## config.mk

```make
export PLATFORM = sky130hd
export DESIGN_NAME = boot_clock_config_select
export DESIGN_NICKNAME = d
export VERILOG_FILES = /design/src/inc/boot_clock_pkg.sv /design/src/design/boot_clock_config_select.sv
export SDC_FILE = /design/constraint.sdc
export NUM_CORES = 1
export LEC_CHECK = 0
export BUFFER_PORTS_ARGS = -buffer_cell sky130_fd_sc_hd__buf_2
export CAP_MARGIN = 20
export CORE_ASPECT_RATIO = 1.4
export CORE_MARGIN = 4
export CORE_UTILIZATION = 50
export DETAILED_ROUTE_END_ITERATION = 10
export GPL_TIMING_DRIVEN = 0
export HOLD_SLACK_MARGIN = 0.12
export PLACE_DENSITY = 0.8
export SYNTH_ARGS = -nofsm -noshare
export SYNTH_HDL_FRONTEND = slang
export SYNTH_SLANG_ARGS = --single-unit
export TNS_END_PERCENT = 30
```

## constraint.sdc

```tcl
create_clock -name pclk -period 4.4 [get_ports pclk]
set_clock_uncertainty 0.15 [all_clocks]
set_input_delay 0.44 -clock pclk [delete_from_list [all_inputs] [get_ports pclk]]
set_output_delay 0.44 -clock pclk [all_outputs]
set_load 0.03 [all_outputs]
```

## src/inc/boot_clock_pkg.sv

```systemverilog
// package: configuration word layout, codes and register map for the boot clock selector
package boot_clock_pkg;

  // ***************************************************
  // register map (byte addresses)
  // ***************************************************
  localparam logic [11:0] cfg_word_offset   = 12'h000;
  localparam logic [11:0] clk_status_offset = 12'h004;
  localparam logic [11:0] pb_div_offset     = 12'h008;
  localparam logic [31:0] unmapped_data     = 32'h0000_0000;

  // ***************************************************
  // configuration word field positions
  // ***************************************************
  localparam int pb_div_lsb        = 12;
  localparam int clkout_dis_bit    = 10;
  localparam int posc_mode_lsb     = 8;
  localparam int two_speed_bit     = 7;
  localparam int sosc_en_bit       = 5;
  localparam int src_sel_lsb       = 0;
  localparam logic [31:0] reserved_ones_mask = 32'h0000_0858;

  // ***************************************************
  // encodings
  // ***************************************************
  typedef enum logic [1:0] {
    posc_external_clock_input_mode = 2'h0,
    posc_standard_crystal_mode     = 2'h1,
    posc_high_speed_crystal_mode   = 2'h2,
    posc_disabled                  = 2'h3
  } posc_mode_type;

  typedef enum logic [2:0] {
    src_fast_internal_rc     = 3'h0,
    src_fast_rc_divided_pll  = 3'h1,
    src_primary              = 3'h2,
    src_primary_pll          = 3'h3,
    src_secondary            = 3'h4,
    src_low_power_internal_rc = 3'h5,
    src_fast_rc_fixed_div16  = 3'h6,
    src_fast_rc_divided      = 3'h7
  } src_sel_type;

  localparam logic [1:0] pb_div_reset  = 2'h0;
  localparam logic [3:0] div16_count   = 4'hf;

  typedef struct packed {
    logic [1:0]  periph_bus_divisor_default;
    logic        clock_out_pin_disable;
    posc_mode_type primary_osc_mode;
    logic        two_speed_startup_enable;
    logic        secondary_osc_enable;
    src_sel_type startup_clock_source_select;
  } clock_cfg_type;

  // one-hot state of the capture sequence
  typedef enum logic [1:0] {
    st_capture = 2'b01,
    st_run     = 2'b10
  } capture_state_type;

endpackage

```

## src/design/boot_clock_config_select.sv

```systemverilog
// boot clock configuration selector: decodes the start-up configuration word into clock controls
// Overview of operation
// - The peripheral bus clock is the system clock divided by 1, 2, 4 or 8 for divisor codes 00 to 11.
// - Clock output drives the oscillator output pin only when its disable bit is 0 and primary mode is 11 or 00.
// - Primary mode 11 is off, 10 high-speed crystal, 01 standard crystal and 00 external clock input.
// - Two-speed start-up is enabled when the switchover bit is 1 and disabled when it is 0.
// - The secondary oscillator is enabled when its enable bit is 1 and disabled when it is 0.
// - Source 111 RC/N, 101 low-power RC, 100 secondary, 011 primary+PLL, 010 primary, 001 RC/N+PLL, 000 fast RC.
// - Selection code 110 routes the fast RC through a fixed divide-by-16 to form the system clock.
module boot_clock_config_select (
  // apb
  input  wire logic        pclk,
  input  wire logic        presetn,
  input  wire logic        psel,
  input  wire logic        penable,
  input  wire logic        pwrite,
  input  wire logic [11:0] paddr,
  input  wire logic [31:0] pwdata,
  output logic             pready,
  output logic [31:0]      prdata,
  output logic             pslverr,
  // configuration word from non-volatile storage
  input  wire logic [31:0] cfg_word,
  // oscillator controls
  output logic [2:0]       startup_clock_source_select,
  output logic [1:0]       primary_osc_mode,
  output logic             posc_enable,
  output logic             high_speed_crystal_mode,
  output logic             standard_crystal_mode,
  output logic             external_clock_input_mode,
  output logic             two_speed_startup_enable,
  output logic             secondary_osc_enable,
  output logic             pll_enable,
  output logic             fast_rc_divider_enable,
  output logic             fast_rc_div16_enable,
  output logic             cfg_invalid,
  // derived clocks as enables
  output logic             system_clock_tick,
  output logic             peripheral_bus_clock_tick,
  output logic [1:0]       periph_bus_divisor,
  output logic             oscillator_output_pin_clock_out
);

  // ***************************************************
  // capture at reset release
  // ***************************************************
  boot_clock_pkg::capture_state_type state_q;
  logic [31:0] cfg_q;
  boot_clock_pkg::clock_cfg_type cfg_f;

  // asynchronous reset loads constants; the word itself is sampled on the first edge after release
  always_ff @(posedge pclk or negedge presetn) begin
    if (!presetn) begin
      state_q <= boot_clock_pkg::st_capture;
    end else begin
      case (state_q)
        boot_clock_pkg::st_capture: state_q <= boot_clock_pkg::st_run;
        boot_clock_pkg::st_run:     state_q <= boot_clock_pkg::st_run;
        default:                    state_q <= boot_clock_pkg::st_capture;
      endcase
    end
  end

  always_ff @(posedge pclk or negedge presetn) begin
    if (!presetn) begin
      cfg_q <= 32'hffff_ffff;
    end else if (state_q == boot_clock_pkg::st_capture) begin
      cfg_q <= cfg_word;
    end
  end

  always_comb begin
    cfg_f.periph_bus_divisor_default  = cfg_q[boot_clock_pkg::pb_div_lsb +: 2];
    cfg_f.clock_out_pin_disable       = cfg_q[boot_clock_pkg::clkout_dis_bit];
    cfg_f.primary_osc_mode            = boot_clock_pkg::posc_mode_type'(cfg_q[boot_clock_pkg::posc_mode_lsb +: 2]);
    cfg_f.two_speed_startup_enable    = cfg_q[boot_clock_pkg::two_speed_bit];
    cfg_f.secondary_osc_enable        = cfg_q[boot_clock_pkg::sosc_en_bit];
    cfg_f.startup_clock_source_select = boot_clock_pkg::src_sel_type'(cfg_q[boot_clock_pkg::src_sel_lsb +: 3]);
  end

  // ***************************************************
  // decoded controls, registered
  // ***************************************************
  logic running;
  assign running = (state_q == boot_clock_pkg::st_run);

  always_ff @(posedge pclk or negedge presetn) begin
    if (!presetn) begin
      startup_clock_source_select <= 3'h0;
      primary_osc_mode            <= 2'h3;
      posc_enable                 <= 1'b0;
      high_speed_crystal_mode     <= 1'b0;
      standard_crystal_mode       <= 1'b0;
      external_clock_input_mode   <= 1'b0;
      two_speed_startup_enable    <= 1'b0;
      secondary_osc_enable        <= 1'b0;
      pll_enable                  <= 1'b0;
      fast_rc_divider_enable      <= 1'b0;
      fast_rc_div16_enable        <= 1'b0;
      cfg_invalid                 <= 1'b0;
    end else begin
      startup_clock_source_select <= cfg_f.startup_clock_source_select;
      primary_osc_mode            <= cfg_f.primary_osc_mode;
      posc_enable <= cfg_f.primary_osc_mode != boot_clock_pkg::posc_disabled;
      high_speed_crystal_mode <= cfg_f.primary_osc_mode == boot_clock_pkg::posc_high_speed_crystal_mode;
      standard_crystal_mode <= cfg_f.primary_osc_mode == boot_clock_pkg::posc_standard_crystal_mode;
      external_clock_input_mode <= cfg_f.primary_osc_mode == boot_clock_pkg::posc_external_clock_input_mode;
      two_speed_startup_enable <= cfg_f.two_speed_startup_enable;
      secondary_osc_enable     <= cfg_f.secondary_osc_enable;
      pll_enable <= cfg_f.startup_clock_source_select == boot_clock_pkg::src_primary_pll
                 || cfg_f.startup_clock_source_select == boot_clock_pkg::src_fast_rc_divided_pll;
      fast_rc_divider_enable <= cfg_f.startup_clock_source_select == boot_clock_pkg::src_fast_rc_divided
                             || cfg_f.startup_clock_source_select == boot_clock_pkg::src_fast_rc_divided_pll;
      fast_rc_div16_enable <= cfg_f.startup_clock_source_select == boot_clock_pkg::src_fast_rc_fixed_div16;
      // flags a word that breaks the programming constraints; the device does not repair it
      cfg_invalid <= ((cfg_q & boot_clock_pkg::reserved_ones_mask) != boot_clock_pkg::reserved_ones_mask)
                  || (cfg_f.startup_clock_source_select == boot_clock_pkg::src_primary
                      && cfg_f.primary_osc_mode == boot_clock_pkg::posc_disabled);
    end
  end

  // ***************************************************
  // system clock enable: divide by 16 for code 110
  // ***************************************************
  logic [3:0] div16_q;
  always_ff @(posedge pclk or negedge presetn) begin
    if (!presetn) begin
      div16_q <= 4'h0;
    end else if (fast_rc_div16_enable) begin
      div16_q <= div16_q + 4'h1;
    end else begin
      div16_q <= 4'h0;
    end
  end

  logic sys_tick;
  // pclk stands in for the fast rc here; other sources tick every cycle
  assign sys_tick = running && (!fast_rc_div16_enable || div16_q == boot_clock_pkg::div16_count);

  always_ff @(posedge pclk or negedge presetn) begin
    if (!presetn) begin
      system_clock_tick <= 1'b0;
    end else begin
      system_clock_tick <= sys_tick;
    end
  end

  // ***************************************************
  // peripheral bus divider, steered by software
  // ***************************************************
  logic [1:0] pb_div_q;
  logic [2:0] pb_cnt_q;
  logic [2:0] pb_last;

  always_comb begin
    case (pb_div_q)
      2'h0:    pb_last = 3'h0;
      2'h1:    pb_last = 3'h1;
      2'h2:    pb_last = 3'h3;
      2'h3:    pb_last = 3'h7;
      default: pb_last = 3'h0;
    endcase
  end

  always_ff @(posedge pclk or negedge presetn) begin
    if (!presetn) begin
      pb_cnt_q                  <= 3'h0;
      peripheral_bus_clock_tick <= 1'b0;
    end else if (sys_tick) begin
      pb_cnt_q                  <= (pb_cnt_q >= pb_last) ? 3'h0 : pb_cnt_q + 3'h1;
      peripheral_bus_clock_tick <= (pb_cnt_q >= pb_last);
    end else begin
      peripheral_bus_clock_tick <= 1'b0;
    end
  end

  assign periph_bus_divisor = pb_div_q;

  // ***************************************************
  // clock output pin
  // ***************************************************
  always_ff @(posedge pclk or negedge presetn) begin
    if (!presetn) begin
      oscillator_output_pin_clock_out <= 1'b0;
    end else begin
      oscillator_output_pin_clock_out <= !cfg_f.clock_out_pin_disable && running
        && (cfg_f.primary_osc_mode == boot_clock_pkg::posc_disabled
            || cfg_f.primary_osc_mode == boot_clock_pkg::posc_external_clock_input_mode)
        && sys_tick;
    end
  end

  // ***************************************************
  // apb slave: zero wait states
  // ***************************************************
  logic wr_en;
  assign pready  = 1'b1;
  assign pslverr = 1'b0;
  assign wr_en   = psel && penable && pwrite;

  // default divisor comes from the word at boot; software may retune it later
  always_ff @(posedge pclk or negedge presetn) begin
    if (!presetn) begin
      pb_div_q <= boot_clock_pkg::pb_div_reset;
    end else if (state_q == boot_clock_pkg::st_capture) begin
      pb_div_q <= cfg_word[boot_clock_pkg::pb_div_lsb +: 2];
    end else if (wr_en && paddr == boot_clock_pkg::pb_div_offset) begin
      pb_div_q <= pwdata[1:0];
    end
  end

  always_ff @(posedge pclk or negedge presetn) begin
    if (!presetn) begin
      prdata <= 32'h0000_0000;
    end else if (psel && !penable && !pwrite) begin
      case (paddr)
        boot_clock_pkg::cfg_word_offset:   prdata <= cfg_q;
        boot_clock_pkg::clk_status_offset: prdata <= {21'h0, cfg_invalid, oscillator_output_pin_clock_out,
                                                      pll_enable, fast_rc_divider_enable, fast_rc_div16_enable,
                                                      posc_enable, two_speed_startup_enable,
                                                      secondary_osc_enable, startup_clock_source_select};
        boot_clock_pkg::pb_div_offset:     prdata <= {30'h0, pb_div_q};
        default:                           prdata <= boot_clock_pkg::unmapped_data;
      endcase
    end
  end

endmodule

```

After elaboration in Yosys (flattened, before gate mapping). Cells that the tools add are included.

Flip-flop bits (word level): 93. Bits in latches: 0. RAM bits: 0. ROM bits: 0. Output and inout bits: 54. Memories: 0.

$add $sub $neg: 2. Multiply operators: 0. Div/mod/pow operators: 0. $lt $le $gt $ge: 1. Eq/ne operators: 18. Shift operators: 0. Multiplexer cells: 8. Bitwise logic cells: 0. Reduce and logical (&&, ||, !) cells: 24.

Operator list (number): $pmux 32 s3 (1); $eq 12x3->1 const B (1); $eq 12x4->1 const B (1); $logic_not 12->1 (1); $pmux 3 s4 (1); $eq 2x2->1 const B (5); $logic_and 1x1->1 (10); $eq 2x1->1 const B (3); $eq 3x2->1 const B (2); $eq 3x3->1 const B (2); $mux 2 (3); $logic_or 1x1->1 (5); $add 4x1->4 const B (1); $eq 4x4->1 const B (1); $logic_not 1->1 (4); $logic_not 2->1 (2); $mux 4 (1); $ne 4x4->1 const B (1); $add 3x1->3 const B (1); $eq 3x1->1 const B (1); $ge 3x3->1 (1); $mux 3 (1); $ne 2x2->1 const B (1); $reduce_bool 2->1 (1); other kinds (2) (2).

Logic depth before layout (Yosys ltp). Gate-level depths: netlist of the first run.

Depth after elaboration: 5. Depth in mapped cells: 6.

Least setup slack after synthesis of the first run. OpenSTA, ideal clock, no wires.

Path type: register to register. Start: register pb_div_q[0], in the netlist periph_bus_divisor[0]. End: register pb_cnt_q[2]. Setup time: 69 ps. Arrival: 1718 ps. Setup slack: 2463 ps. Cell stages (with the launch flop): 7. Period minus slack after synthesis: 1937 ps. Path through: dfrtp_1 > or2_2 > ha_1 > nand2b_1 > a31oi_1 > nand4b_1 > nand3_1.

Cells in the longest elaborated chain, start to end: 4. Elaborated cells on any way between the ends: 7.

RTL lines: from (decl) (line boot_clock_config_select.sv:151) `logic [1:0] pb_div_q;`; from (signal assigned) (line boot_clock_config_select.sv:204) `pb_div_q <= boot_clock_pkg::pb_div_reset;`; from (signal assigned) (line boot_clock_config_select.sv:206) `pb_div_q <= cfg_word[boot_clock_pkg::pb_div_lsb +: 2];`; from (signal assigned) (line boot_clock_config_select.sv:208) `pb_div_q <= pwdata[1:0];`; $eq 2x2->1, or another cell as far along (line boot_clock_config_select.sv:156) `case (pb_div_q)`; $pmux 3 s4 * (line boot_clock_config_select.sv:156); $ge 3x3->1 * (line boot_clock_config_select.sv:170) `pb_cnt_q <= (pb_cnt_q >= pb_last) ? 3'h0 : pb_cnt_q + 3'h1;`; $mux 3 * (line boot_clock_config_select.sv:170); to (signal assigned) (line boot_clock_config_select.sv:170); to (decl) (line boot_clock_config_select.sv:152) `logic [2:0] pb_cnt_q;`.

Mark *: on every way between the ends. The rest lies on a longest branch, timed or not. A chain may end at the register's enable or synchronous reset.

Worst setup path in the final report of the first run.
Start: register state_q[0]. End: register cfg_q[13].

Cells in the longest elaborated chain, start to end: 1.

RTL lines: from (decl) (line boot_clock_config_select.sv:47) `boot_clock_pkg::capture_state_type state_q;`; from (signal assigned) (line boot_clock_config_select.sv:54) `state_q <= boot_clock_pkg::st_capture;`; from (signal assigned) (line boot_clock_config_select.sv:57) `boot_clock_pkg::st_capture: state_q <= boot_clock_pkg::st_run;`; from (signal assigned) (line boot_clock_config_select.sv:58) `boot_clock_pkg::st_run: state_q <= boot_clock_pkg::st_run;`; $eq 2x1->1 (line boot_clock_config_select.sv:67) `end else if (state_q == boot_clock_pkg::st_capture) begin`; to (signal assigned) (line boot_clock_config_select.sv:68) `cfg_q <= cfg_word;`; to (decl) (line boot_clock_config_select.sv:48) `logic [31:0] cfg_q;`.

No other way between the ends.

==> metrics.md, run 1 <==
| Metric | Value |
|---|---|
| Status | `finished clean` |
| Synthesized cell area | `3750 um2` |
| Initial antenna violation count | `0` |
| CTS buffer count | `9` |
| Xor/xnor share of the synthesized area | `0.00700` |
| Sum of buffers and inverters on the critical path | `2` |
| CTS tree | `done` |
| RSZ-0062 raised after global routing | `false` |
| WS Path Type | `reg -> reg` |
| Setup crit end kind | `flip-flop` |
| CP Depth | `5` |
| Tot Pwr | `1.77 mW` |
| Vias in the first global route | `2,728` |
| FP Rows | `37` |
| Mux share of post-synthesis cell area | `0.116` |
| Setup repair bufs after CTS | `0` |
| Period utilisation layout | `0.470` |
| Largest family of logic cells by synthesized area | `multiplexers` |
| DP Cell Count | `474` |
| Crit path top cell by count | `clkbuf_1` |
| Worst r2r path cells | `5` |
| Hold_buf cts | `1` |
| Global-route wire length before repair | `13.4 mm` |
| Slowest-stage cell, CP | `dfstp_2` |
| Simple logic cell fraction of the synthesized area | `0.0903` |
| Syn_nets | `366` |
| CP delay by family, top | `buffers and inverters` |
| Avg Inst Size Synth | `13.7 um2` |
| Clk sinks | `93` |
| Leakage power | `2.32 nW` |
| PortBufs | `102` |
| Sequential area share after synthesis | `0.631` |
| Final Wtd Congestion | `0.821` |
| Cell variety after synth | `41` |
| 1st-iter DRT viols | `131` |
| Post-CTS resize count | `0` |
| Max transition margin | `0.554` |
| Hold depth | `3` |
| Clk Latency, worst-skew pair | `0.36 ns` |
| Top post-synthesis cells by area | `dfrtp_1 (39%), dfstp_2 (24%), mux2_2 (8.1%), a22o_1 (4.9%), ha_1 (3.7%)` |
| Power Density | `380 nW/um2` |
| Synth Area in Compound Gates | `0.0856` |
| Layout area overhead | `24.1%` |
| Post-synthesis adder-cell area fraction | `0.0367` |
| Largest net degree at the start of global routing | `58` |
| Diode count | `0` |
| Hold Fails Final Rpt | `0` |
| Max Cap Viol | `0` |
| Crit Path Max Fanout | `10` |
| Place WS | `2.32 ns` |
| Routed WL per cell | `16.3 um` |
| Yosys reg bits | `93` |
| Clk root buf | `clkbuf_8` |
| IO Pins | `135` |
| Drt total wl | `7.99 mm` |
| Hold Path Class | `in -> reg` |
| Max-slew violations | `0` |
| Worst EP arrival | `2.20 ns` |
| DRC violations left | `0` |
| Non-Filler Instances | `491` |
| Die area | `8980 um2` |
| Die X | `81.2 um` |
| H-Tree Depth | `3` |
| Share of layout cells above drive strength 1 | `0.492` |
| Fin Setup TNS | `0 ns` |
| Post-synth top area cell | `dfrtp_1` |
| Max Freq | `0.484 GHz` |
| Least-Margin Pin Slew | `0.669 ns` |
| Drt via density | `5.12` |
| Final setup viols | `0` |
| Yosys Warn Count | `0` |
| Syn Inst Count | `274` |
| Placeable Area | `7310 um2` |
| CP cell instances | `ha_1 > clkbuf_1 > clkbuf_1 > nand2_1 > o21ai_0` |
| Placed wire-length estimate | `5.95 mm` |
| Total gr overflow | `0` |
| 1st-pass router iterations | `4` |
| Req. time, crit path | `4.54 ns` |
| Clock Tree Buf Depth | `2` |
| Final worst slack | `2.33 ns` |
| Min Hold Slack | `0.143 ns` |
| Yosys top cell area share | `0.387` |
| Reg clk slew, reported paths | `0.09 ns` |
| Routed vias | `2,513` |
| Tot GR Track Use | `0.195` |
| Max incr delay on CP | `0.53 ns` |
| Worst vdd ir | `0.302 mV` |
| Startpoint types | `flip-flop` |
| Initial Utilization | `0.513` |
| Post-route ant nets | `0` |
| Post-layout min period | `2.07 ns` |
| Die Span Y | `111 um` |
| # nets final | `481` |
-- worst register-to-register path: stages, from the launching register on --
cell      delay, ns
dfstp_2        0.53
ha_1           0.17
clkbuf_1       0.53
clkbuf_1       0.40
nand2_1        0.12
o21ai_0        0.10
-- synth_stat cells --
master and number:
conb_1 2, xnor2_1 2, nor3b_1 1, o41ai_1 1, nand4b_1 1, nand4_4 1
nand3b_1 1, clkbuf_1 7, nor2_4 1, nor3_1 1, and3_1 1, nor2b_1 1
and4_1 1, buf_4 2, dfstp_2 35, mux2i_1 13, a22o_1 21, a21o_1 1
buf_6 2, nand2b_1 1, a31oi_1 1, xor2_1 1, ha_1 11, buf_2 1
nor4b_4 1, a21oi_1 2, o21ai_0 18, o31ai_1 2, and2b_2 1, dfrtp_1 58
nand3_1 5, or2_2 1, mux2_2 27, inv_1 13, nand2_1 21, nand4_1 1
and2_1 2, nor4_4 2, nor4b_1 1, nor2_1 8, and3_2 1
-- through the flow --
stage	utilization	instance area [um2]
after floorplan	-	3750
after global placement	0.600	4390
after detailed placement	0.604	4420
after CTS	0.637	4660
after global routing	0.637	4660
final	0.637	4660
-- worst paths after layout --
kind	startpoint	end	slack, ns
max	state_q[0]	cfg_q[13]	2.33
min	cfg_word[1]	cfg_q[1]	0.14
max reg2reg	state_q[0]	cfg_q[13]	2.33
min reg2reg	cfg_q[9]	primary_osc_mode[1]	0.25
max in group asynchronous	presetn	cfg_q[24]	2.97
min in group asynchronous	presetn	two_speed_startup_enable	0.44
-- sequential cells by signal, indices dropped and copies added (netlist names), 2 cells and up --
name                         count
primary_osc_mode                 2
prdata                          32
div16_q                          4
state_q                          2
cfg_q                           32
pb_cnt_q                         3
periph_bus_divisor               2
startup_clock_source_select      3
-- cells by family (layout without fill, tap and decap cells) --
logic type / Yosys count / after routing
AO/OA/AOI/OAI: 46 / 46
XOR/XNOR: 3 / 3
adder cells (fa/ha/maj): 11 / 11
buffers and inverters: 25 / 145
flip-flops: 93 / 93
multiplexers: 40 / 40
other: 2 / 2
AND/OR/NAND/NOR: 54 / 54
-- power breakdown --
group	switching [mW]	leakage [nW]	internal (mW)
combinational	0.114	1.07	0.0774
clock	0.296	0.120	0.352
sequential	0.0261	1.13	0.907
total	0.436	2.32	1.34
-- cell type report --
class                      instances  area (um2)
clock inverter                     5        82.6
clock buffer                      11         151
tap                               97         121
inverter                          13        48.8
multi-input combinational        156        1270
buffer                            12        68.8
timing repair buffer             104         551
sequential                        93        2370
fill                             593        2650
-- routing by layer --
layer	routed length, um	GRT usage	vias to the layer above	share of wire
met2	4110	0.319	73	0.52
met4	89	0.0699	0	0.011
met3	616	0.0620	8	0.077
met1	3170	0.238	1251	0.40
met5	0	0	-	0
li1	-	-	1181	-
-- cell usage in the layout, fill, tap and decap left out, drive strengths merged, types with 3 or more instances in the layout --
cell / synthesis / layout
dfrtp: 58 / 58
clkinv: 0 / 3
buf: 5 / 108
mux2i: 13 / 13
nand3: 5 / 5
inv: 13 / 13
mux2: 27 / 27
nand2: 21 / 21
dfstp: 35 / 35
clkbuf: 7 / 18
ha: 11 / 11
nor2: 9 / 9
o21ai: 18 / 18
a22o: 21 / 21
Power figures use the tool's default switching activity.
==> run 2: changes to the inputs <==
--- a/config.mk
+++ b/config.mk
@@ -5,15 +5,16 @@
 export SDC_FILE = /design/constraint.sdc
 export NUM_CORES = 1
 export LEC_CHECK = 0
+export ABC_AREA = 1
 export BUFFER_PORTS_ARGS = -buffer_cell sky130_fd_sc_hd__buf_2
 export CAP_MARGIN = 20
 export CORE_ASPECT_RATIO = 1.4
 export CORE_MARGIN = 4
-export CORE_UTILIZATION = 50
+export CORE_UTILIZATION = 45
 export DETAILED_ROUTE_END_ITERATION = 10
 export GPL_TIMING_DRIVEN = 0
 export HOLD_SLACK_MARGIN = 0.12
-export PLACE_DENSITY = 0.8
+export PLACE_DENSITY = 0.75
 export SYNTH_ARGS = -nofsm -noshare
 export SYNTH_HDL_FRONTEND = slang
 export SYNTH_SLANG_ARGS = --single-unit
==> constraint.sdc (replaced) <==
create_clock -name pclk -period 1.7 [get_ports pclk]
set_clock_uncertainty 0.15 [all_clocks]
set_input_delay 0.17 -clock pclk [delete_from_list [all_inputs] [get_ports pclk]]
set_output_delay 0.17 -clock pclk [all_outputs]
set_load 0.03 [all_outputs]
==> metrics.md, run 2 <==
| Metric | Value |
|---|---|
| 1st-iter DRT viols | `150` |
| Most used flip-flop cell after synthesis | `dfrtp_1` |
| Post-synth top cells | `nand2_1 (121), dfrtp_1 (58), inv_1 (45)` |
| Pint | `3.63 mW` |
| Routed WL per cell | `14.2 um` |
| Layout area overhead | `33.3%` |
| Max transition margin | `0.645` |
| RSZ-0062 raised after global routing | `true` |
| Top post-synthesis cells by area | `dfrtp_1 (36%), dfstp_2 (23%), nand2_1 (11%), o31ai_2 (6.2%), inv_1 (4.2%)` |
| Die X | `88.0 um` |
| Sequential area share after synthesis | `0.588` |
| Largest regs | `cfg_q (32), prdata (32), div16_q (4)` |
| Syn_nets | `503` |
| Clock Tree Buf Depth | `2` |
| Least-Margin Pin Slew | `0.530 ns` |
| Commonest non-fill, non-tap cell in the layout | `nand2_1` |
| Async SR Flop Fraction | `1.00` |
| FP Rows | `40` |
| Switching part of the total | `0.252` |
| Total gr overflow | `0` |
| Hold Path Class | `in -> async` |
| Tot Pwr | `4.85 mW` |
| Leakage power | `2.81 nW` |
| Net Switching | `1.22 mW` |
| Routed vias | `3,296` |
| Initial Utilization | `0.466` |
| Largest net degree at the start of global routing | `64` |
| WS Path Type | `reg -> reg` |
| Req. time, crit path | `1.78 ns` |
| H-Tree Depth | `3` |
| Final setup viols | `0` |
| Crit Path Max Fanout | `5` |
| Count leader, synth | `nand2_1` |
| DRC violations left | `0` |
| Die Span Y | `120 um` |
| EDFF count, synth | `0` |
| Final Wtd Congestion | `0.778` |
| Period utilisation layout | `0.977` |
| Tot GR Track Use | `0.192` |
| Most frequent cells in the layout | `nand2_1 (120), buf_2 (105), dfrtp_1 (56)` |
| Fill count | `722` |
| Clk Latency, worst-skew pair | `0.34 ns` |
| Syn Inst Count | `411` |
| Global-route wire length before repair | `15.7 mm` |
| Post-synth top area cell | `dfrtp_1` |
| Post-layout min period | `1.66 ns` |
| Share of layout cells above drive strength 1 | `0.366` |
| Status | `finished clean` |
| Yosys top cell area share | `0.360` |
| Drt via density | `4.91` |
| Cell variety after synth | `32` |
| Yosys Warn Count | `0` |
| Initial antenna violation count | `0` |
| Max Freq | `0.602 GHz` |
| Clk sinks | `93` |
| Reg clk slew, reported paths | `0.06 ns` |
| Max-slew violations | `0` |
| Vias in the first global route | `3,434` |
| Flop pwr share | `0.496` |
| Synthesized cell area | `4030 um2` |
| Placement Cell Area | `4720 um2` |
| Post-route ant nets | `0` |
| Fin Setup TNS | `0 ns` |
| Final instance area | `5380 um2` |
| PortBufs | `102` |
| # nets final | `653` |
| Diode count | `0` |
| Avg Inst Size Synth | `9.81 um2` |
| Final Util | `0.621` |
| Power Density | `903 nW/um2` |
| Drt total wl | `9.53 mm` |
| Placeable Area | `8660 um2` |
| Logic pwr share | `0.124` |
| Worst EP arrival | `1.74 ns` |
| CTS tree | `done` |
| Die area | `10,600 um2` |
| Clk pwr share | `0.380` |
| Min Hold Slack | `0.167 ns` |
| CTS buffer count | `9` |
| Yosys reg bits | `93` |
| Worst vdd ir | `0.583 mV` |
| Placed wire-length estimate | `6.78 mm` |
| Clk root buf | `clkbuf_16` |
| Setup crit end kind | `flip-flop` |
| Hold Fails Final Rpt | `0` |
| 1st-pass router iterations | `4` |
| IO Pins | `135` |
| Max Cap Viol | `0` |
| Startpoint types | `flip-flop` |
[run 2: cell types whose count changed after synthesis, moves of 4 or more]
| cell | delta |
|---|---|
| nand2_1 | +100 |
| inv_1 | +32 |
| mux2_2 | -27 |
| nand3_1 | +23 |
| a22o_1 | -21 |
| o31ai_2 | +20 |
| o21ai_0 | +14 |
| mux2i_1 | -13 |
| buf_2 | +5 |
| o21ai_1 | +4 |
[run 2: cell type report]
type,count,area (um2),share of cell area
Clock buffer,11,243,0.0452
Clock inverter,5,35.0,0.00652
Tap cell,105,131,0.0244
Buffer,18,108,0.0200
Sequential cell,93,2370,0.442
Timing Repair Buffer,140,906,0.169
Multi-Input combinational cell,250,1390,0.259
Inverter,49,185,0.0345
[run 2: worst max-delay path: stages, from the launching register on]
cell and delay, ns:
dfrtp_2 0.43, or2_4 0.24, ha_4 0.26, inv_2 0.03
nand2_2 0.04, a21o_1 0.10, nand2_1 0.06, nand2_1 0.08
nand2_1 0.07, inv_2 0.06, nor2_1 0.03
[run 2: metrics by stage]
step / instances / setup slack, ns
floorplan: 411 / 0.0120
global placement: 618 / -0.612
detailed placement: 619 / -0.141
CTS: 670 / 0.00370
global route: 671 / -0.0677
finish: 671 / 0.0395
[run 2: logic make-up after synthesis]
family | count (synthesis) | share of synthesized area
other | 2 | 0.00186
adders and majority gates | 11 | 0.0341
AOI/OAI and AO/OA | 62 | 0.117
DFF | 93 | 0.588
buffers and inverters | 68 | 0.0716
xor gates and xnor gates | 2 | 0.00434
and+or+nand+nor | 173 | 0.183
[run 2: path summary, 6_finish.rpt]
kind	from	endpoint	slack, ns	cells after the start
min in group pclk	pwrite	periph_bus_divisor[0]	0.18	6
worst min register to register	cfg_q[9]	primary_osc_mode[1]	0.25	0
worst min-delay path	presetn	prdata[24]	0.17	2
worst max register to register	periph_bus_divisor[0]	pb_cnt_q[2]	0.04	10
max in group asynchronous	presetn	cfg_q[20]	0.55	3
worst max-delay path	periph_bus_divisor[0]	pb_cnt_q[2]	0.04	10
[run 2: layer usage]
layer,vias to the layer above,track usage,routed length [um]
met2,110,0.339,4910
met1,1560,0.222,3800
met4,0,0.0737,180
met5,-,0,0
li1,1610,-,-
met3,16,0.0446,636
[run 2: power groups by stage]
stage / registers [mW] / logic [mW] / clock network, mW
floorplan: 2.50 / 0.242 / 0
global placement: 2.44 / 0.484 / 0
finish: 2.41 / 0.600 / 1.85
CTS: 2.41 / 0.586 / 1.90
detailed placement: 2.45 / 0.517 / 0
global route: 2.42 / 0.688 / 1.98
[run 2: timing repair]
action	in CTS	in global routing
hold buffers	35	0
hold endpoints to repair	100	0
buffers inserted	1	1
endpoints found under the setup margin	29	14
pin swaps	1	1
resized for setup	3	7
